--- src/design/dpbs_pkg.sv ---
package dpbs_pkg;
  // register byte offsets
  localparam logic [7:0] REG_CTRL = 8'h00;
  localparam logic [7:0] REG_ADDR = 8'h04;
  localparam logic [7:0] REG_GEOM = 8'h08;
  localparam logic [7:0] REG_BOOT = 8'h0c;
  // control register fields
  localparam int CTRL_ERASE_BIT = 0;
  localparam int CTRL_DUAL_BIT  = 1;
  localparam int CTRL_DONE_BIT  = 2;
  localparam int CTRL_P2_BIT    = 10;
  localparam int CTRL_START_BIT = 15;
  // boot status register fields
  localparam int BOOT_BAD1_BIT  = 0;
  localparam int BOOT_BAD2_BIT  = 1;
  localparam int BOOT_SEL_BIT   = 2;
  // flash block geometry, in instruction words
  localparam logic [15:0] WRITE_BLK_WORDS = 16'h0040;
  localparam logic [15:0] ERASE_BLK_WORDS = 16'h0200;
  localparam int GEOM_ERASE_LSB = 16;
  // reset values
  localparam logic [31:0] RST_WORD = 32'h0000_0000;

  typedef enum logic [1:0] {ST_LOAD, ST_WAIT, ST_EVAL, ST_RUN} dpbs_state_t;
endpackage : dpbs_pkg

--- src/design/dpbs_boot_select.sv ---
`timescale 1ns/1ps
module dpbs_boot_select
  import dpbs_pkg::*;
#(
  parameter int SEQ_W  = 12,  // width of one boot order value
  parameter int ADDR_W = 24   // flash instruction word address width
) (
  input  wire logic                 mclk,          // system clock, 100 MHz
  input  wire logic                 rst_n,         // async reset, active low
  input  wire logic                 dual_mode_pin, // strap: 1 = dual partition
  input  wire logic [2*SEQ_W-1:0]   cfg_word1,     // partition 1 {inverse, value}
  input  wire logic [2*SEQ_W-1:0]   cfg_word2,     // partition 2 {inverse, value}
  input  wire logic                 cfg_valid,     // config words present
  output logic                      cfg_rd_q,      // config fetch request pulse
  input  wire logic                 swap_exec,     // swap instruction executed
  input  wire logic [7:0]           reg_addr,      // register byte address
  input  wire logic [31:0]          reg_wdata,     // register write data
  input  wire logic                 reg_wr,        // write strobe
  input  wire logic                 reg_rd,        // read strobe
  output logic [31:0]               reg_rdata_q,   // read data, cycle after
  output logic                      active_p2_q,   // partition 2 active
  output logic                      boot_done_q,   // selection complete
  output logic                      op_start_q,    // flash operation pulse
  output logic                      op_erase_q,    // 1 erase, 0 write
  output logic [ADDR_W-1:0]         op_addr_q      // block aligned address
);

  // parameter sanity: the erase block must fit in the address
  if (SEQ_W < 1 || SEQ_W > 14 || ADDR_W < 10 || ADDR_W > 32) begin : g_chk
    $error("dpbs_boot_select: unsupported SEQ_W or ADDR_W");
  end

  localparam logic [ADDR_W-1:0] WR_MASK = ADDR_W'(WRITE_BLK_WORDS - 16'h0001);
  localparam logic [ADDR_W-1:0] ER_MASK = ADDR_W'(ERASE_BLK_WORDS - 16'h0001);

  logic [1:0]        rst_pipe_q;
  logic              rst_sync_n;
  logic              dual_meta_q;
  logic              dual_sync_q;
  logic              dual_q;
  dpbs_state_t       state_q;
  logic [SEQ_W-1:0]  seq1_q;
  logic [SEQ_W-1:0]  seq2_q;
  logic              bad1_q;
  logic              bad2_q;
  logic              reset_sel_q;
  logic              erase_q;
  logic [ADDR_W-1:0] addr_q;
  logic              bad1_d;
  logic              bad2_d;
  logic              sel_p2_d;
  logic [31:0]       rdata_d;
  logic              start_req;

  // reset release through two flops; assertion stays asynchronous
  always_ff @(posedge mclk or negedge rst_n) begin
    if (!rst_n) begin
      rst_pipe_q <= 2'h0;
    end else begin
      rst_pipe_q <= {rst_pipe_q[0], 1'b1};
    end
  end
  assign rst_sync_n = rst_pipe_q[1];

  // strap pin crosses in through two flops; kept out of reset so the
  // synchronised level is already settled when cfg_valid is held high
  // and the words are taken at the first edge in the fetch window
  always_ff @(posedge mclk) begin
    dual_meta_q <= dual_mode_pin;
    dual_sync_q <= dual_meta_q;
  end

  // boot sequencer: one fetch and one evaluation per reset
  always_ff @(posedge mclk or negedge rst_sync_n) begin
    if (!rst_sync_n) begin
      state_q  <= ST_LOAD;
      cfg_rd_q <= 1'b0;
    end else begin
      case (state_q)
        ST_LOAD: begin
          cfg_rd_q <= 1'b1;
          state_q  <= ST_WAIT;
        end
        ST_WAIT: begin
          cfg_rd_q <= 1'b0;
          if (cfg_valid) begin
            state_q <= ST_EVAL;
          end
        end
        ST_EVAL: begin
          state_q <= ST_RUN;
        end
        ST_RUN: begin
          state_q <= ST_RUN;  // terminal until the next reset
        end
        default: begin
          state_q <= ST_LOAD;
        end
      endcase
    end
  end

  // a value is intact only when its stored inverse matches
  assign bad1_d = cfg_word1[2*SEQ_W-1:SEQ_W] != ~cfg_word1[SEQ_W-1:0];
  assign bad2_d = cfg_word2[2*SEQ_W-1:SEQ_W] != ~cfg_word2[SEQ_W-1:0];

  // capture words only in the fetch window, so later reprogramming waits
  always_ff @(posedge mclk or negedge rst_sync_n) begin
    if (!rst_sync_n) begin
      seq1_q <= '0;
      seq2_q <= '0;
      bad1_q <= 1'b1;
      bad2_q <= 1'b1;
      dual_q <= 1'b0;
    end else if (state_q == ST_WAIT && cfg_valid) begin
      seq1_q <= cfg_word1[SEQ_W-1:0];
      seq2_q <= cfg_word2[SEQ_W-1:0];
      bad1_q <= bad1_d;
      bad2_q <= bad2_d;
      dual_q <= dual_sync_q;
    end
  end

  // selection; ties and double corruption fall to partition 1
  always_comb begin
    sel_p2_d = 1'b0;
    if (dual_q) begin  // single mode never looks at the words
      if (bad1_q && !bad2_q) begin
        sel_p2_d = 1'b1;
      end else if (!bad1_q && !bad2_q) begin
        sel_p2_d = seq2_q < seq1_q;
      end
    end
  end

  // reset-time choice is kept apart from the swapped run-time state
  always_ff @(posedge mclk or negedge rst_sync_n) begin
    if (!rst_sync_n) begin
      reset_sel_q <= 1'b0;
      boot_done_q <= 1'b0;
    end else if (state_q == ST_EVAL) begin
      reset_sel_q <= sel_p2_d;
      boot_done_q <= 1'b1;
    end
  end

  // physical active partition; swap only means something in dual mode
  always_ff @(posedge mclk or negedge rst_sync_n) begin
    if (!rst_sync_n) begin
      active_p2_q <= 1'b0;
    end else if (state_q == ST_EVAL) begin
      active_p2_q <= sel_p2_d;
    end else if (state_q == ST_RUN && swap_exec && dual_q) begin
      active_p2_q <= ~active_p2_q;
    end
  end

  // register writes
  assign start_req = reg_wr && reg_addr == REG_CTRL && reg_wdata[CTRL_START_BIT]
                     && state_q == ST_RUN;

  always_ff @(posedge mclk or negedge rst_sync_n) begin
    if (!rst_sync_n) begin
      erase_q <= RST_WORD[0];
      addr_q  <= RST_WORD[ADDR_W-1:0];
    end else if (reg_wr) begin
      if (reg_addr == REG_CTRL) begin
        erase_q <= reg_wdata[CTRL_ERASE_BIT];
      end
      if (reg_addr == REG_ADDR) begin
        addr_q <= reg_wdata[ADDR_W-1:0];
      end
    end
  end

  // operation launch; address forced to the block boundary of the kind
  always_ff @(posedge mclk or negedge rst_sync_n) begin
    if (!rst_sync_n) begin
      op_start_q <= 1'b0;
      op_erase_q <= 1'b0;
      op_addr_q  <= '0;
    end else begin
      op_start_q <= start_req;
      if (start_req) begin
        op_erase_q <= reg_wdata[CTRL_ERASE_BIT];
        op_addr_q  <= reg_wdata[CTRL_ERASE_BIT] ? (addr_q & ~ER_MASK)
                                                : (addr_q & ~WR_MASK);
      end
    end
  end

  // read mux; unmapped addresses read zero
  always_comb begin
    rdata_d = '0;
    case (reg_addr)
      REG_CTRL: begin
        rdata_d[CTRL_ERASE_BIT] = erase_q;
        rdata_d[CTRL_DUAL_BIT]  = dual_q;
        rdata_d[CTRL_DONE_BIT]  = boot_done_q;
        rdata_d[CTRL_P2_BIT]    = active_p2_q;
      end
      REG_ADDR: begin
        rdata_d[ADDR_W-1:0] = addr_q;
      end
      REG_GEOM: begin
        rdata_d = {ERASE_BLK_WORDS, WRITE_BLK_WORDS};
      end
      REG_BOOT: begin
        rdata_d[BOOT_BAD1_BIT] = bad1_q;
        rdata_d[BOOT_BAD2_BIT] = bad2_q;
        rdata_d[BOOT_SEL_BIT]  = reset_sel_q;
      end
      default: begin
        rdata_d = '0;
      end
    endcase
  end

  // data stand only in the cycle after the strobe
  always_ff @(posedge mclk or negedge rst_sync_n) begin
    if (!rst_sync_n) begin
      reg_rdata_q <= RST_WORD;
    end else begin
      reg_rdata_q <= reg_rd ? rdata_d : 32'h0000_0000;
    end
  end

  logic eval_dual;
  assign eval_dual = state_q == ST_EVAL && dual_q;
endmodule : dpbs_boot_select

--- config.mk ---
export PLATFORM = sky130hd
export DESIGN_NAME = dpbs_boot_select
export DESIGN_NICKNAME = d
export VERILOG_FILES = /design/src/design/dpbs_pkg.sv /design/src/design/dpbs_boot_select.sv
export SDC_FILE = /design/constraint.sdc
export NUM_CORES = 1
export LEC_CHECK = 0
export BUFFER_PORTS_ARGS = -buffer_cell sky130_fd_sc_hd__buf_2
export CAP_MARGIN = 30
export CORE_MARGIN = 5
export CORE_UTILIZATION = 45
export CTS_CLUSTER_SIZE = 12
export DETAILED_ROUTE_END_ITERATION = 12
export PLACE_DENSITY = 0.82
export SYNTH_ARGS = -nofsm -noshare
export SYNTH_HDL_FRONTEND = slang
export SYNTH_SLANG_ARGS = --single-unit
--- constraint.sdc ---
create_clock -name mclk -period 3.5 [get_ports mclk]
set_clock_uncertainty 0.1 [all_clocks]
set_input_delay 0.175 -clock mclk [delete_from_list [all_inputs] [get_ports mclk]]
set_output_delay 0.175 -clock mclk [all_outputs]
set_load 0.03 [all_outputs]
==> results.ini, run 1 <==
[place]
numPortBuffers=134
placed_cells_incl_taps=607
place_worst_setup_slack_ps=1110
dp_hpwl_mm=7.30
place_congestion=0.738

[synth]
synth_edf_count=0
synth_cells=344
synthFlopType=dfrtp_1
async_reset_ff_share_pct=98.1
yosysWarnings=0
synth_seq_cells=107
synth_cell_types=43
syn_area_per_cell_sq_um=13.4
syn_area_sq_mm=0.00460
synthAdderAreaFrac_pct=2.99
synth_compound_area_share_pct=2.77
synth_xor_area_share_pct=4.57
synthSimpleGateAreaFrac_pct=8.95
muxShareOfSynthArea_pct=17.8
seq_area_frac_synth_pct=58.0
synth_top_family_by_area=multiplexers

[sta]
fin_crit_sh_pct=59.5
layout_min_cycle_time_ps=2080
setup_violations=0
setup_slack_ps=1420
hold_viol_final=0
tns_ps=0
worstMarginPinSlew_ps=795
hold_slack_ps=25.8
slew_violations=0
fmax_mhz=480
rsz0062_at_grt=no
relSlewSlack_pct=46.9

[die]
design.die.area_sq_mm=0.0123
ios=156
fp-row-count=37
die_w_microns=111
die_h_microns=111
start_util_pct=45.4
core_sq_mm=0.0101

[layout]
syn2layout_area_growth_pct=32.5
layout-drive-gt1-share_pct=43.1
nets=639
layout_common_cells=buf_2 (134), dfrtp_1 (102), mux2_2 (69)
diodes=0
final_common_cell=buf_2
stdcell_count=674
fillers=797

[clock_network]
cts-resized-gates=0
cts-root-buf=clkbuf_8
cts.sinks=107
cts_made_buffers=9
htreeDepth=3
clockBufferDepth=2
cts.clk_slew.worst_paths_ps=100
clock_latency_ps=360
cts_tree=done

[grt]
grt_pass1_vias=3708
grt_usage_pct=17.4
grt_max_degree=54
grt_overflow_total=0
grt_pass1_wl_mm=17.5
grt_antenna_before_repair=0

[detailed_routing]
route.detailed.drc=0
drt_pass1_iterations=4
drt_iter0_drc=79
ant_nets=0
vias_per_cell=4.79
vias=3228
wire_per_inst_microns=15.3
wirelength_mm=10.3

[pwr]
p_leak_nw=3.24
p_per_area_mw_per_mm2=406
ir_worst_vdd_mv=0.188

[setup_path]
slowest_stage=nand3b_1
r2r-end=seq2_q[9]
critPathRequiredTime_ps=3650
r2r_start=state_q[1]
path_cells=nand3b_1 -> buf_4 -> mux2_2
end_kind=register
critPathLaunchType=register
critPathMaxStageDelay_ps=670
worstSetupPathType=reg -> reg
worst-r2r-cell-count=3
ff2ff_setup_slack_ps=1420
crit_fanout=18
crit_arrival_ps=2240

[min_path]
hold_class=in -> async

[flow_run]
maxCapViolations=0

[status]
status=finished, final reports clean

## synth_stat cells, types with 5 or more instances
| cell type | number | area (sq um) |
|---|---|---|
| dfrtp_1 | 103 | 2580 |
| mux2_2 | 69 | 777 |
| xor2_1 | 24 | 210 |
| and2_1 | 19 | 119 |
| buf_4 | 13 | 97.6 |
| inv_1 | 13 | 48.8 |
| nor2_1 | 13 | 48.8 |
| ha_1 | 11 | 138 |
| nand4_1 | 9 | 56.3 |
| nand2_1 | 8 | 30.0 |
| a21oi_1 | 5 | 25.0 |
| clkbuf_1 | 5 | 18.8 |
| nor2b_1 | 5 | 31.3 |
## sequential cells by signal, summed over array words and instances, names as in the netlist, 2 cells and up
name / count
seq2_q: 12
state_q: 2
reg_rdata_q: 25
op_addr_q: 18
seq1_q: 12
addr_q: 24
rst_pipe_q: 2
## worst max path at each step
stage | start | endpoint | slack [ps] | cells past startpoint
6_report | state_q[1] | seq2_q[9] | 1420 | 3
5_1_grt | state_q[1] | seq2_q[8] | 1280 | 3
3_3_place_gp | reg_addr[5] | addr_q[13] | 1180 | 5
2_1_floorplan | rst_pipe_q[1] | active_p2_q | 260 | 0
4_1_cts | state_q[1] | seq2_q[0] | 1360 | 3
3_5_place_dp | reg_addr[5] | addr_q[5] | 1110 | 5
## critical path: cells and delay by family, from the launching register on
kind	cells	cell delay, ps
flip-flops	1	480
buffers and inverters	1	440
multiplexers	1	290
AND/OR/NAND/NOR	1	670
## power by group
group          switching, mW  total, mW  internal, mW
sequential            0.0487       1.35          1.30
clock                  0.417      0.775         0.358
combinational          0.167      0.349         0.181
total                  0.633       2.48          1.84
## cell families after synthesis
family	Yosys count
flops	107
mux	73
simple gates	70
buf+inv	37
xor+xnor	24
compound gates	20
fa+ha+maj	11
other cells	2
## cell type report
class	count	area, sq um	area share [%]
timing repair buffer	190	1240	20.3
sequential	107	2670	43.9
clock inverter	6	71.3	1.17
inverter	13	48.8	0.800
clock buffer	10	138	2.26
multi-input combinational	212	1760	28.8
tap	136	170	2.79
## metrics by stage
stage / util, % / power, mW / instance area (sq um)
final: 60.1 / 2.48 / 6100
after global routing: 60.1 / 2.60 / 6100
after CTS: 60.1 / 2.50 / 6100
after detailed placement: 53.0 / 1.69 / 5380
after global placement: 52.8 / 1.66 / 5350
after floorplan: - / 1.57 / 4650
## metal layers
metal / track usage (%) / vias up / routed length (microns) / part of all wire (%)
met5: 0 / - / 0 / 0
met4: 4.30 / 0 / 114 / 1.1
met3: 5.57 / 12 / 751 / 7.3
met2: 31.3 / 123 / 5270 / 51
met1: 20.0 / 1568 / 4190 / 41
li1: - / 1525 / - / -
## what timing repair did
action / CTS / global route
hold endpoints to repair: 52 / 0
buffers inserted: 0 / 0
hold buffers: 51 / 0
No activity file was read; power rests on OpenSTA's default activity.
==> inputs of run 2 (changes only) <==
==> constraint.sdc (replaced) <==
create_clock -name mclk -period 1.8 [get_ports mclk]
set_clock_uncertainty 0.1 [all_clocks]
set_input_delay 0.09 -clock mclk [delete_from_list [all_inputs] [get_ports mclk]]
set_output_delay 0.09 -clock mclk [all_outputs]
set_load 0.03 [all_outputs]
==> results.ini, run 2 (synthesized netlist as in run 1, its figures left out) <==
[layout]
reg_top3=reg_rdata_q (25), addr_q (24), op_addr_q (18)
fin_area_sq_mm=0.00625  ; +2.6%
fillers=757  ; -5.0%
final_common_cell=buf_2
largest_reg_flops=25  ; unchanged
syn2layout_area_growth_pct=35.9
regMostFlops=reg_rdata_q
layout-drive-gt1-share_pct=43.8  ; +0.65 points
layout_common_cells=buf_2 (134), dfrtp_1 (102), mux2_2 (69)
nets=647  ; +1.3%
diodes=0  ; unchanged

[clock_network]
clock_latency_ps=370  ; about the same
htreeDepth=3  ; unchanged
cts-root-buf=clkbuf_8
cts.sinks=107  ; unchanged
cts.clk_slew.worst_paths_ps=100  ; about the same
clockBufferDepth=2  ; unchanged
cts_tree=done
cts_made_buffers=9  ; unchanged

[detailed_routing]
route.detailed.drc=0  ; unchanged
wire_per_inst_microns=15.5  ; +1.0%
wirelength_mm=10.6  ; +2.2%
drt_pass1_iterations=4  ; unchanged
vias=3262  ; +1.1%
vias_per_cell=4.78  ; -0.13%
ant_nets=0  ; unchanged
drt_iter0_drc=98  ; +24%

[grt]
grt_antenna_before_repair=0  ; unchanged
grt_usage_pct=18.0  ; +0.65 points
grt_pass1_wl_mm=18.0  ; +2.8%
grt_overflow_total=0  ; unchanged
grt_max_degree=43  ; -20%
grt_pass1_vias=3663  ; -1.2%

[pwr]
ir_worst_vdd_mv=0.462  ; +150%
p_per_area_mw_per_mm2=818  ; +100%
p_leak_nw=3.31  ; +1.9%

[die]
core_sq_mm=0.0101  ; unchanged
ios=156  ; unchanged
fp-row-count=37  ; unchanged
design.die.area_sq_mm=0.0123  ; unchanged
die_w_microns=111  ; unchanged
start_util_pct=45.4  ; unchanged
die_h_microns=111  ; unchanged

[setup_path]
slowest_stage=dfrtp_1
end_kind=register
crit_arrival_ps=2000  ; -240 ps
ff2ff_setup_slack_ps=-20  ; -1440 ps
critPathRequiredTime_ps=1980  ; -1670 ps
worst-r2r-cell-count=6  ; +3
r2r_start=seq1_q[9]
worstSetupPathType=reg -> reg
critPathLaunchType=register
critPathMaxStageDelay_ps=410  ; -260 ps
crit_fanout=2  ; -16
r2r-end=active_p2_q
path_cells=inv_2 -> ha_4 -> a211o_1 -> a211oi_2 -> o211ai_1 -> o221ai_1

[flow_run]
maxCapViolations=0  ; unchanged

[place]
dpl_cell_area_sq_mm=0.00542  ; +0.74%
place_congestion=0.757  ; +2.5%
numPortBuffers=134  ; unchanged
dp_hpwl_mm=7.21  ; -1.2%

[sta]
tns_ps=-19.3  ; -19.3 ps
rsz0062_at_grt=yes
slew_violations=0  ; unchanged
layout_min_cycle_time_ps=1820  ; -265 ps
fin_crit_sh_pct=101  ; +42 points
fmax_mhz=550  ; +15%
hold_slack_ps=42.9  ; +17.0 ps
hold_viol_final=0  ; unchanged
setup_slack_ps=-19.3  ; -1440 ps
setup_violations=1  ; +1

[min_path]
worstHoldStart=reg_addr[2]
hold_path_depth=3
hold_class=in -> reg
holdPathEnd=reg_rdata_q[1]

[status]
violations=negative setup slack
status=complete, but fails checks

[run 2: stage by stage]
stage	instances	utilization, %	setup WS [ps]	total power [mW]
floorplan	356	-	154	3.05
global placement	610	53.4	-36.4	3.24
detailed placement	610	53.4	-119	3.27
CTS	682	61.6	-74.1	5.15
global route	682	61.7	-119	5.38
finish	682	61.7	-19.3	5.12
[run 2: what timing repair did]
action,in CTS,in global routing
pin swaps,6,5
hold endpoints to repair,60,0
resized for setup,3,2
endpoints found under the setup margin,2,2
hold buffers,55,0
buffers inserted,1,0
[run 2: area by class of cell]
type                       instances  area [sq um]  share of cell area (%)
clock inverter                     5           108                    1.72
sequential                       107          2670                    42.7
tap                              136           170                    2.72
clock buffer                      11           141                    2.26
timing repair buffer             198          1330                    21.2
inverter                          13          48.8                   0.780
multi-input combinational        212          1790                    28.6
[run 2: worst max-delay path: cells and delay by family, from the launching register on]
kind                     cells  cell delay [ps]
AO/OA/AOI/OAI                4              950
flip-flops                   1              410
adder cells (fa/ha/maj)      1              190
buffers and inverters        1               70
[run 2: power breakdown]
part / internal (mW) / total [mW] / switching [mW]
Clock: 0.970 / 1.77 / 0.798
Sequential: 2.54 / 2.63 / 0.0928
Combinational: 0.377 / 0.723 / 0.346
[run 2: metal layers]
layer	vias to the layer above	share of wire (%)	routed length, microns	global-route usage, %
met5	-	0	0	0
met4	0	1.0	106	4.70
met3	10	6.9	723	5.35
met2	126	51	5340	31.1
met1	1585	42	4380	22.1
li1	1541	-	-	-
[run 2: worst max path at each step]
stage | from | endpoint | slack [ps] | cells past startpoint
floorplan | seq1_q[9] | active_p2_q | 150 | 6
global placement | seq1_q[9] | active_p2_q | -40 | 6
detailed placement | seq1_q[9] | active_p2_q | -120 | 6
CTS | seq2_q[9] | active_p2_q | -70 | 5
global route | seq1_q[9] | active_p2_q | -120 | 6
finish | seq1_q[9] | active_p2_q | -20 | 6
==> inputs of run 3 (changes only) <==
--- a/config.mk
+++ b/config.mk
@@ -12,6 +12,7 @@
 export CTS_CLUSTER_SIZE = 12
 export DETAILED_ROUTE_END_ITERATION = 12
 export PLACE_DENSITY = 0.82
+export REMOVE_ABC_BUFFERS = 1
 export SYNTH_ARGS = -nofsm -noshare
 export SYNTH_HDL_FRONTEND = slang
 export SYNTH_SLANG_ARGS = --single-unit
==> results.ini, run 3 (synthesized netlist as in run 1, its figures left out) <==
[layout]
final_core_util_pct=61.5  ; -0.20 points
regMostFlops=reg_rdata_q
layout-drive-gt1-share_pct=43.9  ; +0.16 points
seq_area_sq_mm=0.00267  ; unchanged
largest_reg_flops=25  ; unchanged
fin_area_sq_mm=0.00623  ; -0.32%
reg_top3=reg_rdata_q (25), addr_q (24), op_addr_q (18)
final_common_cell=buf_2
layout_common_cells=buf_2 (134), dfrtp_1 (102), mux2_2 (69)
stdcell_count=680  ; -0.29%
fillers=762  ; +0.66%
multiInputGateArea_sq_mm=0.00178  ; -0.28%
diodes=0  ; unchanged
nets=645  ; -0.31%
syn2layout_area_growth_pct=35.5

[pwr]
ir_worst_vdd_mv=0.638  ; +38%
switching_share_pct=24.9  ; +0.70 points
p_per_area_mw_per_mm2=799  ; -2.4%
p_sw_mw=1.24  ; about the same
p_clk_share_pct=33.0  ; -1.6 points
p_leak_nw=3.30  ; -0.25%
power.total_mw=4.98  ; -2.7%
comb_power_share_pct=14.4  ; +0.3 points
power_frac_seq_pct=52.6  ; +1.3 points
internal_power_mw=3.74  ; -3.6%

[detailed_routing]
ant_nets=0  ; unchanged
drt_pass1_iterations=4  ; unchanged
wire_per_inst_microns=15.1  ; -2.6%
route.detailed.drc=0  ; unchanged
wirelength_mm=10.3  ; -2.9%
drt_iter0_drc=151  ; +54%
vias_per_cell=4.77  ; -0.20%
vias=3246  ; -0.49%

[place]
numPortBuffers=134  ; unchanged
place_worst_setup_slack_ps=-56.8  ; +62.6 ps
dp_hpwl_mm=7.02  ; -2.6%
dpl_cell_area_sq_mm=0.00541  ; -0.18%
placed_cells_incl_taps=607  ; -0.49%
place_congestion=0.746  ; -1.5%

[setup_path]
critPathMaxStageDelay_ps=410  ; about the same
critPathLaunchType=register
worstSetupPathType=reg -> reg
cp_top_family=compound AO/OA/AOI/OAI gates
crit_fanout=2  ; unchanged
path_cells=inv_2 -> ha_4 -> a211o_1 -> a211oi_2 -> o211ai_1 -> o221ai_1
end_kind=register
slowest_stage=dfrtp_1
path_buf_inv=1  ; unchanged
crit_arrival_ps=1960  ; -40 ps
critPathRequiredTime_ps=1960  ; -20 ps

[sta]
setup_slack_ps=1.29  ; +20.6 ps
relSlewSlack_pct=65.3
fmax_mhz=556  ; +1.1%
hold_viol_final=0  ; unchanged
setup_violations=0  ; -1
layout_min_cycle_time_ps=1800  ; -20.6 ps
slew_violations=0  ; unchanged
fin_crit_sh_pct=99.9  ; -1.1 points
rsz0062_at_grt=yes
tns_ps=0  ; +19.3 ps
hold_slack_ps=69.5  ; +26.6 ps
worstMarginPinSlew_ps=521

[min_path]
hold_class=in -> reg

[grt]
grt_usage_pct=17.0  ; -1.0 points
grt_overflow_total=0  ; unchanged
grt_antenna_before_repair=0  ; unchanged
grt_pass1_vias=3575  ; -2.4%
grt_max_degree=104  ; +140%
grt_pass1_wl_mm=17.1  ; -5.4%

[clock_network]
clock_latency_ps=350  ; -20 ps
cts.clk_slew.worst_paths_ps=100  ; about the same
cts_made_buffers=9  ; unchanged
clockBufferDepth=2  ; unchanged
cts_tree=done
cts-root-buf=clkbuf_8
htreeDepth=3  ; unchanged
cts.sinks=107  ; unchanged

[die]
start_util_pct=45.4  ; unchanged
core_sq_mm=0.0101  ; unchanged
ios=156  ; unchanged
fp-row-count=37  ; unchanged
design.die.area_sq_mm=0.0123  ; unchanged
die_h_microns=111  ; unchanged
die_w_microns=111  ; unchanged

[flow_run]
maxCapViolations=0  ; unchanged

[status]
status=finished, final reports clean

-- run 3: cell count changes in the layout (fill, tap and decap cells not counted), sizes merged --
cell | previous run | this run
clkinv | 1 | 0
bufinv | 3 | 2
clkbuf | 11 | 10
buf | 143 | 141
inv | 14 | 15
clkinvlp | 0 | 2
-- run 3: path summary, 6_finish.rpt --
path,to,cells after the start,start,slack [ps]
setup / recovery,active_p2_q,6,seq1_q[9],1
hold / removal,bad1_q,5,cfg_word1[21],70
setup reg to reg,active_p2_q,6,seq1_q[9],1
hold reg to reg,dual_sync_q,0,dual_meta_q,240
max in group asynchronous,bad1_q,1,rst_pipe_q[1],910
min in group asynchronous,reg_rdata_q[13],1,rst_pipe_q[1],290
-- run 3: power by group through the flow --
stage | Combinational, mW | Sequential, mW | Clock (mW)
finish | 0.719 | 2.62 | 1.64
global route | 0.809 | 2.64 | 1.77
CTS | 0.703 | 2.62 | 1.69
detailed placement | 0.604 | 2.67 | 0
global placement | 0.578 | 2.65 | 0
floorplan | 0.317 | 2.70 | 0
-- run 3: layout make-up --
cell class              instances  share of cell area (%)
clock buffers                  10                    2.21
multi-input cells             212                    28.6
inverters                      13                   0.783
well taps                     136                    2.73
repair buffers                196                    21.3
clock inverters                 6                    1.53
flip-flops and latches        107                    42.9
-- run 3: routing by layer --
metal / share of wire (%) / up-vias / global-route usage (%)
met5: 0 / - / 0
met4: 1.2 / 0 / 5.19
met3: 6.9 / 11 / 4.97
met2: 52 / 111 / 29.7
met1: 40 / 1586 / 20.3
li1: - / 1538 / -
-- run 3: worst reg2reg max path, delay by kind of cell, from the launching register on --
kind	cells	cell delay [ps]
buffers and inverters	1	80
adders and majority gates	1	200
AOI/OAI and AO/OA	4	940
DFF	1	410
-- run 3: timing repair --
action | 4_1_cts | 5_1_grt
hold endpoints to repair | 59 | 0
pin swaps | 0 | 6
setup endpoints to repair | 2 | 3
hold buffers | 55 | 0
resized for setup | 1 | 5
setup buffers | 0 | 2
